File: src/perf_monitor_id_pkg.sv
// Package: encodings, field layouts and types for the monitor identification register block
package perf_monitor_id_pkg;

  // Exception levels
  typedef enum logic [1:0]
  {
    EL_0 = 2'h0,
    EL_1 = 2'h1,
    EL_2 = 2'h2,
    EL_3 = 2'h3
  } excp_level_t;

  // Read outcome
  typedef enum logic [1:0]
  {
    RES_VALUE   = 2'h0,
    RES_UNDEF   = 2'h1,
    RES_TRAP_E2 = 2'h2,
    RES_TRAP_E3 = 2'h3
  } read_result_t;

  // System register encoding
  typedef struct packed
  {
    logic [1:0] op0;
    logic [2:0] op1;
    logic [3:0] crn;
    logic [3:0] crm;
    logic [2:0] op2;
  } sysreg_enc_t;

  // Trap control bits seen by the block
  typedef struct packed
  {
    logic el2_enabled;
    logic trap_impl_defined_regs;
    logic fine_grained_trap_allow;
    logic fgt_read_monitor_machine_ident;
    logic el2_trap_monitor_regs;
    logic el3_trap_monitor_regs;
  } trap_ctrl_t;

  localparam sysreg_enc_t ENC_CORE_CONFIG_INFO = '{op0: 2'h3, op1: 3'h0, crn: 4'hF, crm: 4'h0, op2: 3'h0};
  localparam sysreg_enc_t ENC_MACHINE_IDENT    = '{op0: 2'h3, op1: 3'h0, crn: 4'h9, crm: 4'hE, op2: 3'h6};
  localparam sysreg_enc_t ENC_MONITOR_CONTROL  = '{op0: 2'h3, op1: 3'h3, crn: 4'h9, crm: 4'hC, op2: 3'h0};
  localparam sysreg_enc_t ENC_EVENT_IDENT_LO   = '{op0: 2'h3, op1: 3'h3, crn: 4'h9, crm: 4'hC, op2: 3'h6};
  localparam sysreg_enc_t ENC_EVENT_IDENT_HI   = '{op0: 2'h3, op1: 3'h3, crn: 4'h9, crm: 4'hC, op2: 3'h7};

  localparam logic [5:0]  EC_SYS_ACCESS     = 6'h18;
  localparam int          REG_W             = 64;
  localparam int          OPW_LSB           = 0;
  localparam int          OPW_MSB           = 7;
  localparam logic [7:0]  OPW_VALUE         = 8'h08;
  localparam int          IMPL_LSB          = 24;
  localparam int          IMPL_MSB          = 31;
  localparam logic [7:0]  IMPL_NONE         = 8'h00;
  localparam int          NCNT_LSB          = 11;
  localparam int          NCNT_MSB          = 15;
  localparam logic [4:0]  NCNT_SIX          = 5'h06;
  localparam logic [4:0]  NCNT_TWENTY       = 5'h14;
  localparam int          CFG_VPU_BIT       = 5;
  localparam int          CFG_NOSCU_BIT     = 2;
  localparam int          CFG_ECC_BIT       = 0;
  localparam logic [63:0] ZERO64            = 64'h0000_0000_0000_0000;
  localparam logic [5:0]  EC_NONE           = 6'h00;
  localparam logic [7:0]  OPW_ABSENT        = 8'h00;
  localparam int          MMI_RSV_LSB       = 8;
  localparam int          MMI_RSV_MSB       = 63;
  localparam int          CTL_LOW_LSB       = 0;
  localparam int          CTL_LOW_MSB       = 7;
  localparam int          CTL_GAP_LO_LSB    = 8;
  localparam int          CTL_GAP_LO_MSB    = 10;
  localparam int          CTL_GAP_HI_LSB    = 16;
  localparam int          CTL_GAP_HI_MSB    = 23;
  localparam int          CTL_RSV_LSB       = 32;
  localparam int          CTL_RSV_MSB       = 63;

endpackage

File: src/perf_monitor_id_regs.sv
// Read side of the configuration and monitor identification system registers
`timescale 1ns/1ns
//////////////////////////////////////////////////////////////////////////////////////////////////////////////////////
// Summary of operation
// - An EL1 read of core_config_info traps to EL2 with class 0x18 when EL2 is enabled and trap_impl_defined_regs is set.
// - An EL1 read of monitor_machine_ident traps to EL2 with class 0x18 when EL2 is on and both fine-grained bits are set.
// - Otherwise an EL1 read of monitor_machine_ident traps to EL2 when EL2 is on and the EL2 trap_monitor_regs is set.
// - With the EL3 trap_monitor_regs set, EL1 (after EL2 checks) and EL2 reads trap to EL3; EL3 reads always succeed.
// - Bits [7:0] of monitor_machine_ident give the operation width, which is 8.
// - Without the stall-slot event the operation width field reads as zero.
// - Bits [63:8] of monitor_machine_ident read as zero.
// - Bits [63:32] of monitor_control read as zero.
// - The implementer field [31:24] of monitor_control carries no identity and reads as zero.
// - Bits [15:11] of monitor_control give the counter count, 6 or 20 depending on the build.
// - Bits [23:16] and [10:8] of monitor_control read as zero.
// - monitor_machine_ident decodes at op0 3, CRn 9, op1 0, CRm 14, op2 6 and is 64 bits wide.
// - monitor_control decodes at op0 3, CRn 9, op1 3, CRm 12, op2 0 and is 64 bits wide.
// - The two common event identification registers decode at CRm 12 with op2 6 and op2 7, 64 bits each.
//////////////////////////////////////////////////////////////////////////////////////////////////////////////////////
module perf_monitor_id_regs
  import perf_monitor_id_pkg::*;
#(
  parameter bit TWENTY_COUNTERS = 1'b0,
  parameter bit HAS_STALL_SLOT  = 1'b1
)
(
  // Clock and reset
  input  wire logic         sys_clk,
  input  wire logic         rst_n,
  // Read request
  input  wire logic         rd_valid,
  input  wire sysreg_enc_t  rd_enc,
  input  wire excp_level_t  rd_level,
  input  wire trap_ctrl_t   trap_ctrl,
  // Core configuration straps, monitor control low bits from the counter logic and event identification values
  input  wire logic         cfg_vpu_four,
  input  wire logic         cfg_no_scu,
  input  wire logic         cfg_ecc,
  input  wire logic [7:0]   ctrl_low_bits,
  input  wire logic [63:0]  event_ident_lo,
  input  wire logic [63:0]  event_ident_hi,
  // Read answer
  output logic              rsp_valid_q,
  output read_result_t      rsp_result_q,
  output logic [5:0]        rsp_class_q,
  output logic              rsp_hit_q,
  output logic [63:0]       rsp_data_q
);

  //////////////////////////////////////////////////////////////////////////////////////////////////////////////////////
  function automatic logic enc_match(input sysreg_enc_t a, input sysreg_enc_t b);
    enc_match = (a == b);
  endfunction

  function automatic logic is_trap(input read_result_t r);
    is_trap = (r == RES_TRAP_E2) || (r == RES_TRAP_E3);
  endfunction

  logic         hit_cfg;
  logic         hit_mmi;
  logic         hit_ctl;
  logic         hit_elo;
  logic         hit_ehi;
  logic         any_hit;
  read_result_t result_d;
  logic [63:0]  value_d;
  logic [63:0]  mmi_value;
  logic [63:0]  ctl_value;
  logic [63:0]  cfg_value;

  assign hit_cfg = enc_match(rd_enc, ENC_CORE_CONFIG_INFO);
  assign hit_mmi = enc_match(rd_enc, ENC_MACHINE_IDENT);
  assign hit_ctl = enc_match(rd_enc, ENC_MONITOR_CONTROL);
  assign hit_elo = enc_match(rd_enc, ENC_EVENT_IDENT_LO);
  assign hit_ehi = enc_match(rd_enc, ENC_EVENT_IDENT_HI);
  assign any_hit = hit_cfg | hit_mmi | hit_ctl | hit_elo | hit_ehi;

  //////////////////////////////////////////////////////////////////////////////////////////////////////////////////////
  // Register contents; reserved bits start from zero
  always_comb
  begin
    mmi_value = ZERO64;
    if (HAS_STALL_SLOT)
    begin
      mmi_value[OPW_MSB:OPW_LSB] = OPW_VALUE;
    end
    else
    begin
      mmi_value[OPW_MSB:OPW_LSB] = OPW_ABSENT;
    end
  end

  always_comb
  begin
    ctl_value                    = ZERO64;
    ctl_value[IMPL_MSB:IMPL_LSB] = IMPL_NONE;
    ctl_value[NCNT_MSB:NCNT_LSB] = TWENTY_COUNTERS ? NCNT_TWENTY : NCNT_SIX;
    // Low control bits belong to the counter logic and pass through untouched
    ctl_value[CTL_LOW_MSB:CTL_LOW_LSB] = ctrl_low_bits;
  end

  always_comb
  begin
    cfg_value                = ZERO64;
    cfg_value[CFG_VPU_BIT]   = cfg_vpu_four;
    cfg_value[CFG_NOSCU_BIT] = cfg_no_scu;
    cfg_value[CFG_ECC_BIT]   = cfg_ecc;
  end

  //////////////////////////////////////////////////////////////////////////////////////////////////////////////////////
  // Access checks; the monitor control and event registers are not gated here, their checks live elsewhere
  // Fine-grained trap outranks the coarse EL2 trap and both outrank EL3, so EL1 readers see EL2 first
  always_comb
  begin
    result_d = RES_VALUE;
    value_d  = ZERO64;
    if (hit_cfg)
    begin
      if (rd_level == EL_0)
        result_d = RES_UNDEF;
      else if (rd_level == EL_1 && trap_ctrl.el2_enabled && trap_ctrl.trap_impl_defined_regs)
        result_d = RES_TRAP_E2;
      else
        value_d = cfg_value;
    end
    else if (hit_mmi)
    begin
      if (rd_level == EL_0)
        result_d = RES_UNDEF;
      else if (rd_level == EL_1 && trap_ctrl.el2_enabled && trap_ctrl.fine_grained_trap_allow
               && trap_ctrl.fgt_read_monitor_machine_ident)
        result_d = RES_TRAP_E2;
      else if (rd_level == EL_1 && trap_ctrl.el2_enabled && trap_ctrl.el2_trap_monitor_regs)
        result_d = RES_TRAP_E2;
      else if (rd_level != EL_3 && trap_ctrl.el3_trap_monitor_regs)
        result_d = RES_TRAP_E3;
      else
        value_d = mmi_value;
    end
    else if (hit_ctl)
      value_d = ctl_value;
    else if (hit_elo)
      value_d = event_ident_lo;
    else if (hit_ehi)
      value_d = event_ident_hi;
  end

  //////////////////////////////////////////////////////////////////////////////////////////////////////////////////////
  // Registered answer, one cycle after the request; each field has its own flops
  always_ff @(posedge sys_clk or negedge rst_n)
  begin
    if (!rst_n)
    begin
      rsp_valid_q <= 1'b0;
    end
    else
    begin
      rsp_valid_q <= rd_valid;
    end
  end

  always_ff @(posedge sys_clk or negedge rst_n)
  begin
    if (!rst_n)
    begin
      rsp_hit_q <= 1'b0;
    end
    else
    begin
      rsp_hit_q <= rd_valid & any_hit;
    end
  end

  always_ff @(posedge sys_clk or negedge rst_n)
  begin
    if (!rst_n)
    begin
      rsp_result_q <= RES_VALUE;
    end
    else
    begin
      rsp_result_q <= rd_valid ? result_d : RES_VALUE;
    end
  end

  always_ff @(posedge sys_clk or negedge rst_n)
  begin
    if (!rst_n)
    begin
      rsp_class_q <= EC_NONE;
    end
    else
    begin
      rsp_class_q <= (rd_valid && is_trap(result_d)) ? EC_SYS_ACCESS : EC_NONE;
    end
  end

  // Refused reads return zero so a trapped or undefined access never leaks contents
  always_ff @(posedge sys_clk or negedge rst_n)
  begin
    if (!rst_n)
    begin
      rsp_data_q <= ZERO64;
    end
    else
    begin
      rsp_data_q <= (rd_valid && result_d == RES_VALUE) ? value_d : ZERO64;
    end
  end

  //////////////////////////////////////////////////////////////////////////////////////////////////////////////////////
  // Checks look at the registered answer one cycle after each request
  chk_cfg_trap_el2: assert property (@(posedge sys_clk) disable iff (!rst_n)
    rd_valid && hit_cfg && rd_level == EL_1 && trap_ctrl.el2_enabled && trap_ctrl.trap_impl_defined_regs
    |=> rsp_result_q == RES_TRAP_E2 && rsp_class_q == EC_SYS_ACCESS)
    else $error("config read not trapped to EL2");

  chk_mmi_fgt_trap: assert property (@(posedge sys_clk) disable iff (!rst_n)
    rd_valid && hit_mmi && rd_level == EL_1 && trap_ctrl.el2_enabled && trap_ctrl.fine_grained_trap_allow
    && trap_ctrl.fgt_read_monitor_machine_ident |=> rsp_result_q == RES_TRAP_E2)
    else $error("fine grained trap missed");

  chk_mmi_el2_trap: assert property (@(posedge sys_clk) disable iff (!rst_n)
    rd_valid && hit_mmi && rd_level == EL_1 && trap_ctrl.el2_enabled && trap_ctrl.el2_trap_monitor_regs
    |=> rsp_result_q == RES_TRAP_E2 && rsp_data_q == ZERO64)
    else $error("EL2 monitor trap missed");

  chk_mmi_el3_trap: assert property (@(posedge sys_clk) disable iff (!rst_n)
    rd_valid && hit_mmi && rd_level == EL_2 && trap_ctrl.el3_trap_monitor_regs
    |=> rsp_result_q == RES_TRAP_E3 && rsp_class_q == EC_SYS_ACCESS)
    else $error("EL3 monitor trap missed");

  chk_mmi_el3_read: assert property (@(posedge sys_clk) disable iff (!rst_n)
    rd_valid && hit_mmi && rd_level == EL_3 |=> rsp_result_q == RES_VALUE)
    else $error("EL3 read refused");

  chk_mmi_value: assert property (@(posedge sys_clk) disable iff (!rst_n)
    rd_valid && rd_enc == ENC_MACHINE_IDENT && rd_level == EL_3 && HAS_STALL_SLOT
    |=> rsp_data_q[OPW_MSB:OPW_LSB] == OPW_VALUE)
    else $error("machine ident value wrong");

  chk_ctl_fields: assert property (@(posedge sys_clk) disable iff (!rst_n)
    rd_valid && hit_ctl |=> rsp_data_q[CTL_RSV_MSB:CTL_RSV_LSB] == '0 && rsp_data_q[IMPL_MSB:IMPL_LSB] == IMPL_NONE
    && rsp_data_q[CTL_GAP_HI_MSB:CTL_GAP_HI_LSB] == '0 && rsp_data_q[CTL_GAP_LO_MSB:CTL_GAP_LO_LSB] == '0
    && rsp_data_q[NCNT_MSB:NCNT_LSB] == (TWENTY_COUNTERS ? NCNT_TWENTY : NCNT_SIX))
    else $error("control fields wrong");

  chk_el0_undef: assert property (@(posedge sys_clk) disable iff (!rst_n)
    rd_valid && (hit_cfg || hit_mmi) && rd_level == EL_0
    |=> rsp_result_q == RES_UNDEF && rsp_data_q == ZERO64 && rsp_class_q == EC_NONE)
    else $error("EL0 read not undefined");

  chk_event_decode: assert property (@(posedge sys_clk) disable iff (!rst_n)
    rd_valid && rd_enc == ENC_EVENT_IDENT_HI |=> rsp_hit_q && rsp_data_q == $past(event_ident_hi))
    else $error("event ident hi decode wrong");

  chk_cfg_el1_read: assert property (@(posedge sys_clk) disable iff (!rst_n)
    rd_valid && rd_enc == ENC_CORE_CONFIG_INFO && rd_level == EL_1
    && !(trap_ctrl.el2_enabled && trap_ctrl.trap_impl_defined_regs) |=> rsp_result_q == RES_VALUE && rsp_hit_q)
    else $error("config read trapped without cause");

  chk_mmi_el1_el3: assert property (@(posedge sys_clk) disable iff (!rst_n)
    rd_valid && rd_enc == ENC_MACHINE_IDENT && rd_level == EL_1 && !trap_ctrl.el2_enabled
    && trap_ctrl.el3_trap_monitor_regs |=> rsp_result_q == RES_TRAP_E3 && rsp_class_q == EC_SYS_ACCESS)
    else $error("EL1 read not trapped to EL3");

  chk_mmi_no_stall: assert property (@(posedge sys_clk) disable iff (!rst_n)
    rd_valid && rd_enc == ENC_MACHINE_IDENT && rd_level == EL_3 && !HAS_STALL_SLOT
    |=> rsp_data_q[OPW_MSB:OPW_LSB] == OPW_ABSENT)
    else $error("operation width not zero without stall slots");

  chk_mmi_reserved: assert property (@(posedge sys_clk) disable iff (!rst_n)
    rd_valid && rd_enc == ENC_MACHINE_IDENT && rd_level == EL_3
    |=> rsp_data_q[MMI_RSV_MSB:MMI_RSV_LSB] == '0)
    else $error("machine ident reserved bits set");

  chk_ctl_upper_zero: assert property (@(posedge sys_clk) disable iff (!rst_n)
    rd_valid && rd_enc == ENC_MONITOR_CONTROL |=> rsp_data_q[CTL_RSV_MSB:CTL_RSV_LSB] == '0)
    else $error("control upper half not zero");

  chk_ctl_impl_none: assert property (@(posedge sys_clk) disable iff (!rst_n)
    rd_valid && rd_enc == ENC_MONITOR_CONTROL |=> rsp_data_q[IMPL_MSB:IMPL_LSB] == IMPL_NONE)
    else $error("control implementer field not empty");

  chk_ctl_gaps_zero: assert property (@(posedge sys_clk) disable iff (!rst_n)
    rd_valid && rd_enc == ENC_MONITOR_CONTROL |=> rsp_data_q[CTL_GAP_HI_MSB:CTL_GAP_HI_LSB] == '0
    && rsp_data_q[CTL_GAP_LO_MSB:CTL_GAP_LO_LSB] == '0)
    else $error("control reserved gaps not zero");

  chk_mmi_decode: assert property (@(posedge sys_clk) disable iff (!rst_n)
    rd_valid && rd_enc == ENC_MACHINE_IDENT && rd_level == EL_3
    |=> rsp_hit_q && rsp_result_q == RES_VALUE && rsp_class_q == EC_NONE)
    else $error("machine ident decode wrong");

  chk_ctl_decode: assert property (@(posedge sys_clk) disable iff (!rst_n)
    rd_valid && rd_enc == ENC_MONITOR_CONTROL |=> rsp_hit_q && rsp_result_q == RES_VALUE
    && rsp_data_q[CTL_LOW_MSB:CTL_LOW_LSB] == $past(ctrl_low_bits))
    else $error("control decode wrong");

  chk_event_lo_decode: assert property (@(posedge sys_clk) disable iff (!rst_n)
    rd_valid && rd_enc == ENC_EVENT_IDENT_LO |=> rsp_hit_q && rsp_data_q == $past(event_ident_lo))
    else $error("event ident lo decode wrong");

  chk_answer_idle: assert property (@(posedge sys_clk) disable iff (!rst_n)
    !rd_valid |=> !rsp_valid_q && !rsp_hit_q && rsp_class_q == EC_NONE && rsp_data_q == ZERO64)
    else $error("answer present without request");

endmodule

File: config.mk
export PLATFORM = sky130hd
export DESIGN_NAME = perf_monitor_id_regs
export DESIGN_NICKNAME = d
export VERILOG_FILES = /design/src/perf_monitor_id_pkg.sv /design/src/perf_monitor_id_regs.sv
export SDC_FILE = /design/constraint.sdc
export NUM_CORES = 1
export LEC_CHECK = 0
export BUFFER_PORTS_ARGS = -buffer_cell sky130_fd_sc_hd__buf_2
export CORE_MARGIN = 2
export CORE_UTILIZATION = 40
export CTS_CLUSTER_DIAMETER = 80
export CTS_CLUSTER_SIZE = 25
export DETAILED_ROUTE_END_ITERATION = 8
export GPL_TIMING_DRIVEN = 0
export HOLD_SLACK_MARGIN = 0.05
export PLACE_DENSITY = 0.8
export SYNTH_ARGS = -nofsm -noshare
export SYNTH_HDL_FRONTEND = slang
export SYNTH_SLANG_ARGS = --single-unit
File: constraint.sdc
create_clock -name sys_clk -period 0.8 [get_ports sys_clk]
set_clock_uncertainty 0.2 [all_clocks]
set_input_delay 0.12 -clock sys_clk [delete_from_list [all_inputs] [get_ports sys_clk]]
set_output_delay 0.12 -clock sys_clk [all_outputs]
set_load 0.02 [all_outputs]
# Yosys cells after proc, flatten, opt, wreduce, memory -nomap -nowiden
# Index checks and enable logic that the tools add are counted.
[totals] register_bits=73 output_inout_bits=74 input_bits=166 wordCells=52
[op_classes] n_mux=22 n_reduce_logical=11 bitwise_logic=5 eq_ne=9
[ops] operator="64-bit two-way mux" n=7
[ops] operator="16-bit equality test, second input constant" n=5
[ops] operator="2-bit two-way mux" n=9
[ops] operator="4-bit two-way mux" n=4
[ops] operator="1-bit logical AND" n=8
[ops] operator="6-bit two-way mux" n=1
[ops] operator="5-bit two-way mux" n=1
[ops] operator="2-bit equality test, second input constant" n=2
[ops] operator="2-bit zero test" n=2
[ops] operator="1-bit bitwise OR" n=4
[ops] operator="2-bit by 1-bit equality test with 1-bit output, second input constant" n=1
[ops] operator="2-bit != test, second input constant" n=1
[ops] operator="1-bit AND" n=1
[ops] operator="1-bit logical OR" n=1

# Logic depth before layout (Yosys ltp)
# Gate-level depths: netlist of the first run.
[depth] depth_word=12 depth_mapped=7 depth_no_buf=5

# Worst setup path after synthesis of the first run
# No wires, ideal clock.
[synth_path] kind="input-to-reg" start="input port rd_level[0]" end="register rsp_data_q[11]" stages=7 t_arrival_ps=1344 path_buffers=2 required_ps=481 setup_ps=119 path_slack_ps=-862 path_cell_list="buf_2 nand2_1 or3_1 a211o_1 nand3_2 buf_6 nor2_1"
[synth_via] elab_chain_cells=11 word_cells_on_any_way=20 cone_classes="2 x eq/ne; 9 x mux; 9 x reduce/logical"
[synth_rtl] item="from (decl)" line_no="perf_monitor_id_regs.sv:33" rtl="input wire excp_level_t rd_level,"
[synth_rtl] item="2-bit != test / 2-bit by 1-bit equality test with 1-bit output (equally long branches)"
[synth_rtl] item="1-bit logical AND (on tied branches)"
[synth_rtl] item="2-bit two-way mux, or another cell as far along" line_no="perf_monitor_id_regs.sv:135" rtl="else if (rd_level != EL_3 && trap_ctrl.el3_trap_monitor_regs)"
[synth_rtl] item="2-bit two-way mux / 1-bit logical AND (equally long branches)" line_no="perf_monitor_id_regs.sv:133, perf_monitor_id_regs.sv:131"
[synth_rtl] item="2-bit two-way mux" line_no="perf_monitor_id_regs.sv:130" rtl="else if (rd_level == EL_1 && trap_ctrl.el2_enabled && trap_ctrl.fine_grained_trap_allow"
[synth_rtl] item="2-bit two-way mux" line_no="perf_monitor_id_regs.sv:128" rtl="if (rd_level == EL_0)"
[synth_rtl] item="2-bit two-way mux" line_no="perf_monitor_id_regs.sv:126" rtl="else if (hit_mmi)"
[synth_rtl] item="2-bit two-way mux (*)" line_no="perf_monitor_id_regs.sv:117" rtl="if (hit_cfg)"
[synth_rtl] item="2-bit zero test (*)" line_no="perf_monitor_id_regs.sv:207" rtl="rsp_data_q <= (rd_valid && result_d == RES_VALUE) ? value_d : ZERO64;"
[synth_rtl] item="1-bit logical AND (*)" line_no="perf_monitor_id_regs.sv:207"
[synth_rtl] item="64-bit two-way mux (*)" line_no="perf_monitor_id_regs.sv:207"
[synth_rtl] item="to (signal assigned)" line_no="perf_monitor_id_regs.sv:207"
[synth_rtl] item="to (decl)" line_no="perf_monitor_id_regs.sv:47" rtl="output logic [63:0] rsp_data_q"
# Mark *: on every way between the ends. The rest lies on a longest branch, timed or not.

# Worst setup path after layout of the first run
[layout_path] start="input port rd_enc[13] (netlist bit)" end="register rsp_data_q[14]"
[layout_via] elab_chain_cells=7 word_cells_on_any_way=15 cone_classes="5 x eq/ne; 8 x mux; 2 x reduce/logical"
[layout_rtl] item="from (decl)" line_no="perf_monitor_id_regs.sv:32" rtl="input wire sysreg_enc_t rd_enc,"
[layout_rtl] item="16-bit equality test" line_no="perf_monitor_id_regs.sv:52" rtl="enc_match = (a == b);"
[layout_rtl] item="64-bit two-way mux" line_no="perf_monitor_id_regs.sv:144" rtl="else if (hit_ehi)"
[layout_rtl] item="64-bit two-way mux" line_no="perf_monitor_id_regs.sv:142" rtl="else if (hit_elo)"
[layout_rtl] item="64-bit two-way mux" line_no="perf_monitor_id_regs.sv:140" rtl="else if (hit_ctl)"
[layout_rtl] item="64-bit two-way mux" line_no="perf_monitor_id_regs.sv:126"
[layout_rtl] item="64-bit two-way mux" line_no="perf_monitor_id_regs.sv:117"
[layout_rtl] item="64-bit two-way mux (*)" line_no="perf_monitor_id_regs.sv:207"
# Marked as above.

==> results.md, run 1 <==
* CP Launch Type: input port
* Pwr dens at 1340 nW/µm²
* Inst Count DP at 615
* Site Rows at 32
* Yosys top cell area share at 54.9%
* Crit path buf inv count at 2
* Critical Path AT at between 1500 and 2000 ps
* Clk slew on worst S/H paths at 70 ps
* Fmax at 641 MHz
* Synth Instances at 276
* Via Count at around 3100
* H-tree level count at 3
* Share of cells above drive strength 1 at roughly 60%
* Post-synthesis sequential area ratio at 54.9%
* VDD IR max at 687 µV
* PnR worst setup slack at -761 ps
* Tot GR Track Use at 23.1%
* CP required at 810 ps
* Final Setup Violations at 138
* Synth async-reset ratio at 100%
* CP most frequent cell: buf_6
* Max-slew violations at 0
* Design area at ~5300 µm²
* YS warnings at 0
* Synth-to-Final Area Change at 68.9%
* CTS Buffer Depth at 2
* CTS tree: yes
* Failing checks: hold timing, setup timing
* Total power draw at 7.11 mW
* Chip Width at 92.7 µm
* Total grt overflow at 0
* Status: finished with violations
* CP endpoint kind: register
* Hold crit path type: input port to async pin
* Clk root buf: clkbuf_8
* Hpwl dp at between 7 and 8 mm
* Total of max-cap violations at 0
* Most frequent cells in the layout: buf_2, buf_6, dfrtp_1
* Flops & latches, synth at 69
* Most common cell after layout, fill and taps aside: buf_2
* Fin cells at 637
* Critical path's slowest cell: or3_4
* Slew HR at between 50% and 60%
* Initial DRC Count at 45
* Critical path's largest stage delay at between 300 and 400 ps
* DR DRC count at 0
* Largest net degree at the start of global routing at 70
* Hold Violations, Final at 137
* Period utilization at 195%
* Worst slew pin tran at ~610 ps
* Drt wl/cell at ~16 µm
* Post-synthesis average cell area at 11.4 µm²
* GRT busiest layer: met2
* Final core occ at 69.1%
* Critical path fanouts, max at 10
* Hold slack at -419 ps
* Synth area leader: dfrtp_1
* Clock sinks at 69
* EDFF count, synth at 0
* Distinct cell type count after synthesis at 33
* Drt pass-1 iters at 4
* Met2 usage at 44.8%
* Mapped Area at 3150 µm²
* Port bufs at around 230
* Leading post-synthesis cells by cell area: dfrtp_1, mux2i_1, nor2_1, mux2_2, buf_6
* Vias in the first global route at 3314
* Initial antenna violation count at 0
* Placeable Area at 7690 µm²
* CP Cell Sequence: buf_6 > nand4b_1 > or3_4 > o31a_1 > nand3_4 > buf_6 > nor2_1
* Met1 GRT Util at 23.5%
* WS Path Type: input port to register
* DIE AREA at 8590 µm²
* RSZ-0062 raised after global routing: yes
* Initial core utilization at around two fifths
* Placer Congestion at 0.814
* DIE HEIGHT at 92.7 µm
* Nets at 697
* Number of CTS-inserted buffers at 9
* Most used DFF post-synth: dfrtp_1
* GR Util met3 at 6.10%
* TNS Setup at -73560 ps
* Routed Wire Length at 9.94 mm
* First-pass GRT wire length at roughly 15 mm
* CP delay by family, top: simple AND/OR/NAND/NOR gates
* Vias per inst at 4.87
* Post-DP Area at 4510 µm²
* Final ANT Viol Nets at 0
* Tmin final at 1560 ps
* Worst slack at placement at -1140 ps
* Antenna diodes at 0
* IO Pins at 240
* Leakage at slightly below 3 nW
## Yosys cell counts (2+ instances only)
master,instances
a21oi_1,8
nor4b_1,2
buf_6,5
nor2_1,63
and4b_1,2
nand4_1,3
o31a_1,2
nor3_1,2
mux2i_1,54
a22oi_1,7
buf_2,8
or3_1,2
and2_1,2
o21ai_0,3
nand2_1,9
mux2_2,10
buf_4,5
clkbuf_1,2
dfrtp_1,69
or2_2,2
nand4b_1,4
## cell families (layout without fill, tap and decap cells)
| logic type | Yosys count | in the layout | share of synthesized area (%) |
|---|---|---|---|
| AO/OA/AOI/OAI | 24 | 24 | 5.09 |
| flip-flops | 69 | 69 | 54.9 |
| AND/OR/NAND/NOR | 97 | 97 | 14.6 |
| other | 1 | 4 | 0.119 |
| multiplexers | 64 | 64 | 20.8 |
| buffers and inverters | 21 | 277 | 4.61 |
## state kept, by name (all words and copies together) (netlist names)
register / cells
rsp_class_q: 1
rsp_data_q: 64
rsp_hit_q: 1
rsp_result_q: 2
rsp_valid_q: 1
## power by group
part / switching, mW / total (mW) / internal, mW
sequential: 0.00106 / 3.49 / 3.49
clock: 1.21 / 2.61 / 1.41
combinational: 0.469 / 1.01 / 0.542
total: 1.68 / 7.11 / 5.44
## worst paths after layout
kind | from | endpoint | slack [ps] | depth (start not counted)
max | rd_enc[13] | rsp_data_q[14] | -760 | 7
min in group sys_clk | rd_valid | rsp_valid_q | -190 | 1
max in group asynchronous | rst_n | rsp_class_q[3] | 370 | 1
min | rst_n | rsp_data_q[46] | -420 | 1
## layer usage
layer  up-vias  routed length [µm]
met1      1464                3320
met5         -                   0
met4         0                 153
met3        12                 841
met2       163                5620
li1       1462                   -
## what timing repair did
action                                  4_1_cts  5_1_grt
pin swaps                                     7        6
resized for setup                           158       22
buffers inserted                              4        2
endpoints found under the setup margin      138      139
hold endpoints to repair                    138      138
gates cloned                                  1        0
## final cells by class
cell class / instances / area, µm²
Buffer: 20 / 181
Clock buffer: 10 / 128
Clock inverter: 5 / 52.6
Fill cell: 577 / 2370
Inverter: 1 / 3.75
Multi-Input combinational cell: 189 / 1410
Sequential cell: 69 / 1730
Tap cell: 102 / 128
Timing Repair Buffer: 241 / 1690
(Power assumes the default switching activity.)
==> run 2: changes to the inputs <==
SETUP_SLACK_MARGIN = 0.3   (was not set)
==> results.md, run 2 (same netlist as run 1, synthesis figures left out) <==
* Status: finished with violations
* Failing checks: hold timing, setup timing
* RSZ-0062 raised after global routing: yes
* Final ANT Viol Nets at 0 (unchanged)
* Initial core utilization at 40.9% (unchanged)
* Drt wl/cell at 15.6 µm (-0.16%)
* Hpwl dp at 7.24 mm (unchanged)
* CP endpoint kind: register
* DIE HEIGHT at 92.7 µm (unchanged)
* Worst slack at placement at -1140 ps (unchanged)
* Max-slew violations at 0 (unchanged)
* Tot GR Track Use at 23.1% (about the same)
* Site Rows at 32 (unchanged)
* DIE AREA at 8590 µm² (unchanged)
* Design area at 5310 µm² (unchanged)
* Post-DP Area at 4510 µm² (unchanged)
* Hold Violations, Final at 137 (unchanged)
* IO Pins at 240 (unchanged)
* Clk slew on worst S/H paths at 70 ps (about the same)
* Via Count at 3098 (-0.097%)
* Most common cell after layout, fill and taps aside: buf_2
* Initial antenna violation count at 0 (unchanged)
* Total power draw at 7.11 mW (about the same)
* Number of CTS-inserted buffers at 9 (unchanged)
* Vias per inst at 4.86 (about the same)
* DR DRC count at 0 (unchanged)
* Placer Congestion at 0.814 (unchanged)
* CP Launch Type: input port
* Placeable Area at 7690 µm² (unchanged)
* First-pass GRT wire length at 15.2 mm (+0.22%)
* Share of cells above drive strength 1 at 58.3% (-0.19 points)
* Final Setup Violations at 138 (unchanged)
* Pwr dens at 1340 nW/µm² (about the same)
* Worst slew pin tran at 531 ps (-78.2 ps)
* Routed Wire Length at 9.92 mm (-0.16%)
* Critical path fanouts, max at 10 (unchanged)
* Drt pass-1 iters at 4 (unchanged)
* Slew HR at 64.6% (+5.2 points)
* H-tree level count at 3 (unchanged)
* Largest net degree at the start of global routing at 70 (unchanged)
* Nets at 697 (unchanged)
* VDD IR max at 689 µV (+0.22%)
* Clk root buf: clkbuf_8
* Period utilization at 194% (-0.84 points)
* Synth-to-Final Area Change at 68.9% (unchanged)
* Most frequent cells in the layout: buf_2, buf_6, dfrtp_1
* Antenna diodes at 0 (unchanged)
* Largest register FFs at 64 (unchanged)
* Vias in the first global route at 3335 (+0.63%)
* Fillers at 579 (+0.35%)
* WS Path Type: input port to register
* Port bufs at 234 (unchanged)
* Largest Register: rsp_data_q
* Total of max-cap violations at 0 (unchanged)
* CP required at 810 ps (about the same)
* Hold crit path type: input port to async pin
* Total grt overflow at 0 (unchanged)
* Tmin final at 1550 ps (-6.69 ps)
* Initial DRC Count at 37 (-18%)
* Hold slack at -421 ps (-2.26 ps)
* CTS Buffer Depth at 2 (unchanged)
* Leakage at 2.89 nW (about the same)
* Clock sinks at 69 (unchanged)
* Fmax at 643 MHz (+0.43%)
* PnR worst setup slack at -754 ps (+6.69 ps)
* Largest registers: rsp_data_q: 64 flops, rsp_result_q: 2 flops
* CTS tree: yes
* Critical Path AT at 1560 ps (about the same)
* Chip Width at 92.7 µm (unchanged)
-- run 2: cell types whose count changed in the layout (fill, tap and decap cells not counted) --
cell / delta
nor2_1: +1
nor2_2: -1
buf_6: -1
clkbuf_8: +1
-- run 2: worst max-delay path: stages --
cell and delay, ps:
buf_6 90, nand4b_1 210, or3_4 370, o31a_1 350
nand3_4 200, buf_6 160, nor2_1 60
-- run 2: routing by layer --
metal,share of wire [%],wire length [µm],track usage (%)
met1,34,3340,23.7
met2,56,5580,44.5
met3,8.2,812,5.94
met4,1.9,185,9.19
met5,0,0,0
-- run 2: final cells by class --
cell class | instances | area (µm²) | share of cell area (%)
buffer | 20 | 181 | 3.41
clock buffer | 10 | 128 | 2.40
clock inverter | 5 | 52.6 | 0.989
inverter | 1 | 3.75 | 0.0706
multi-input combinational | 189 | 1410 | 26.4
sequential | 69 | 1730 | 32.5
tap | 102 | 128 | 2.40
timing repair buffer | 241 | 1690 | 31.8
-- run 2: timing repair --
action | CTS | global route
gates cloned | 1 | 0
buffers inserted | 4 | 2
endpoints found under the hold margin | 138 | 138
endpoints found under the setup margin | 207 | 145
gates resized for setup | 159 | 21
pin swaps | 7 | 6
-- run 2: worst paths after layout --
path                            start        endpoint  slack (ps)
worst max-delay path       rd_enc[13]  rsp_data_q[40]        -750
worst min-delay path            rst_n  rsp_data_q[46]        -420
max in group asynchronous       rst_n  rsp_class_q[3]         420
min in group sys_clk         rd_valid     rsp_valid_q        -190
-- run 2: through the flow --
stage                     util (%)  TNS (ps)  hold slack, ps  instances
after global placement        58.6   -130490             120        615
after floorplan                  -    -50610            -376        279
after detailed placement      58.7    -92040            83.9        615
after global routing          69.1    -77830            -391        637
final                         69.1    -73220            -421        637
after CTS                     68.0    -69450            -404        635
-- run 2: power breakdown --
group	internal (mW)	leakage [nW]	switching (mW)	total [mW]
clock network	1.41	0.0919	1.20	2.61
logic	0.543	1.84	0.467	1.01
registers	3.49	0.961	0.00106	3.49
total	5.44	2.89	1.67	7.11
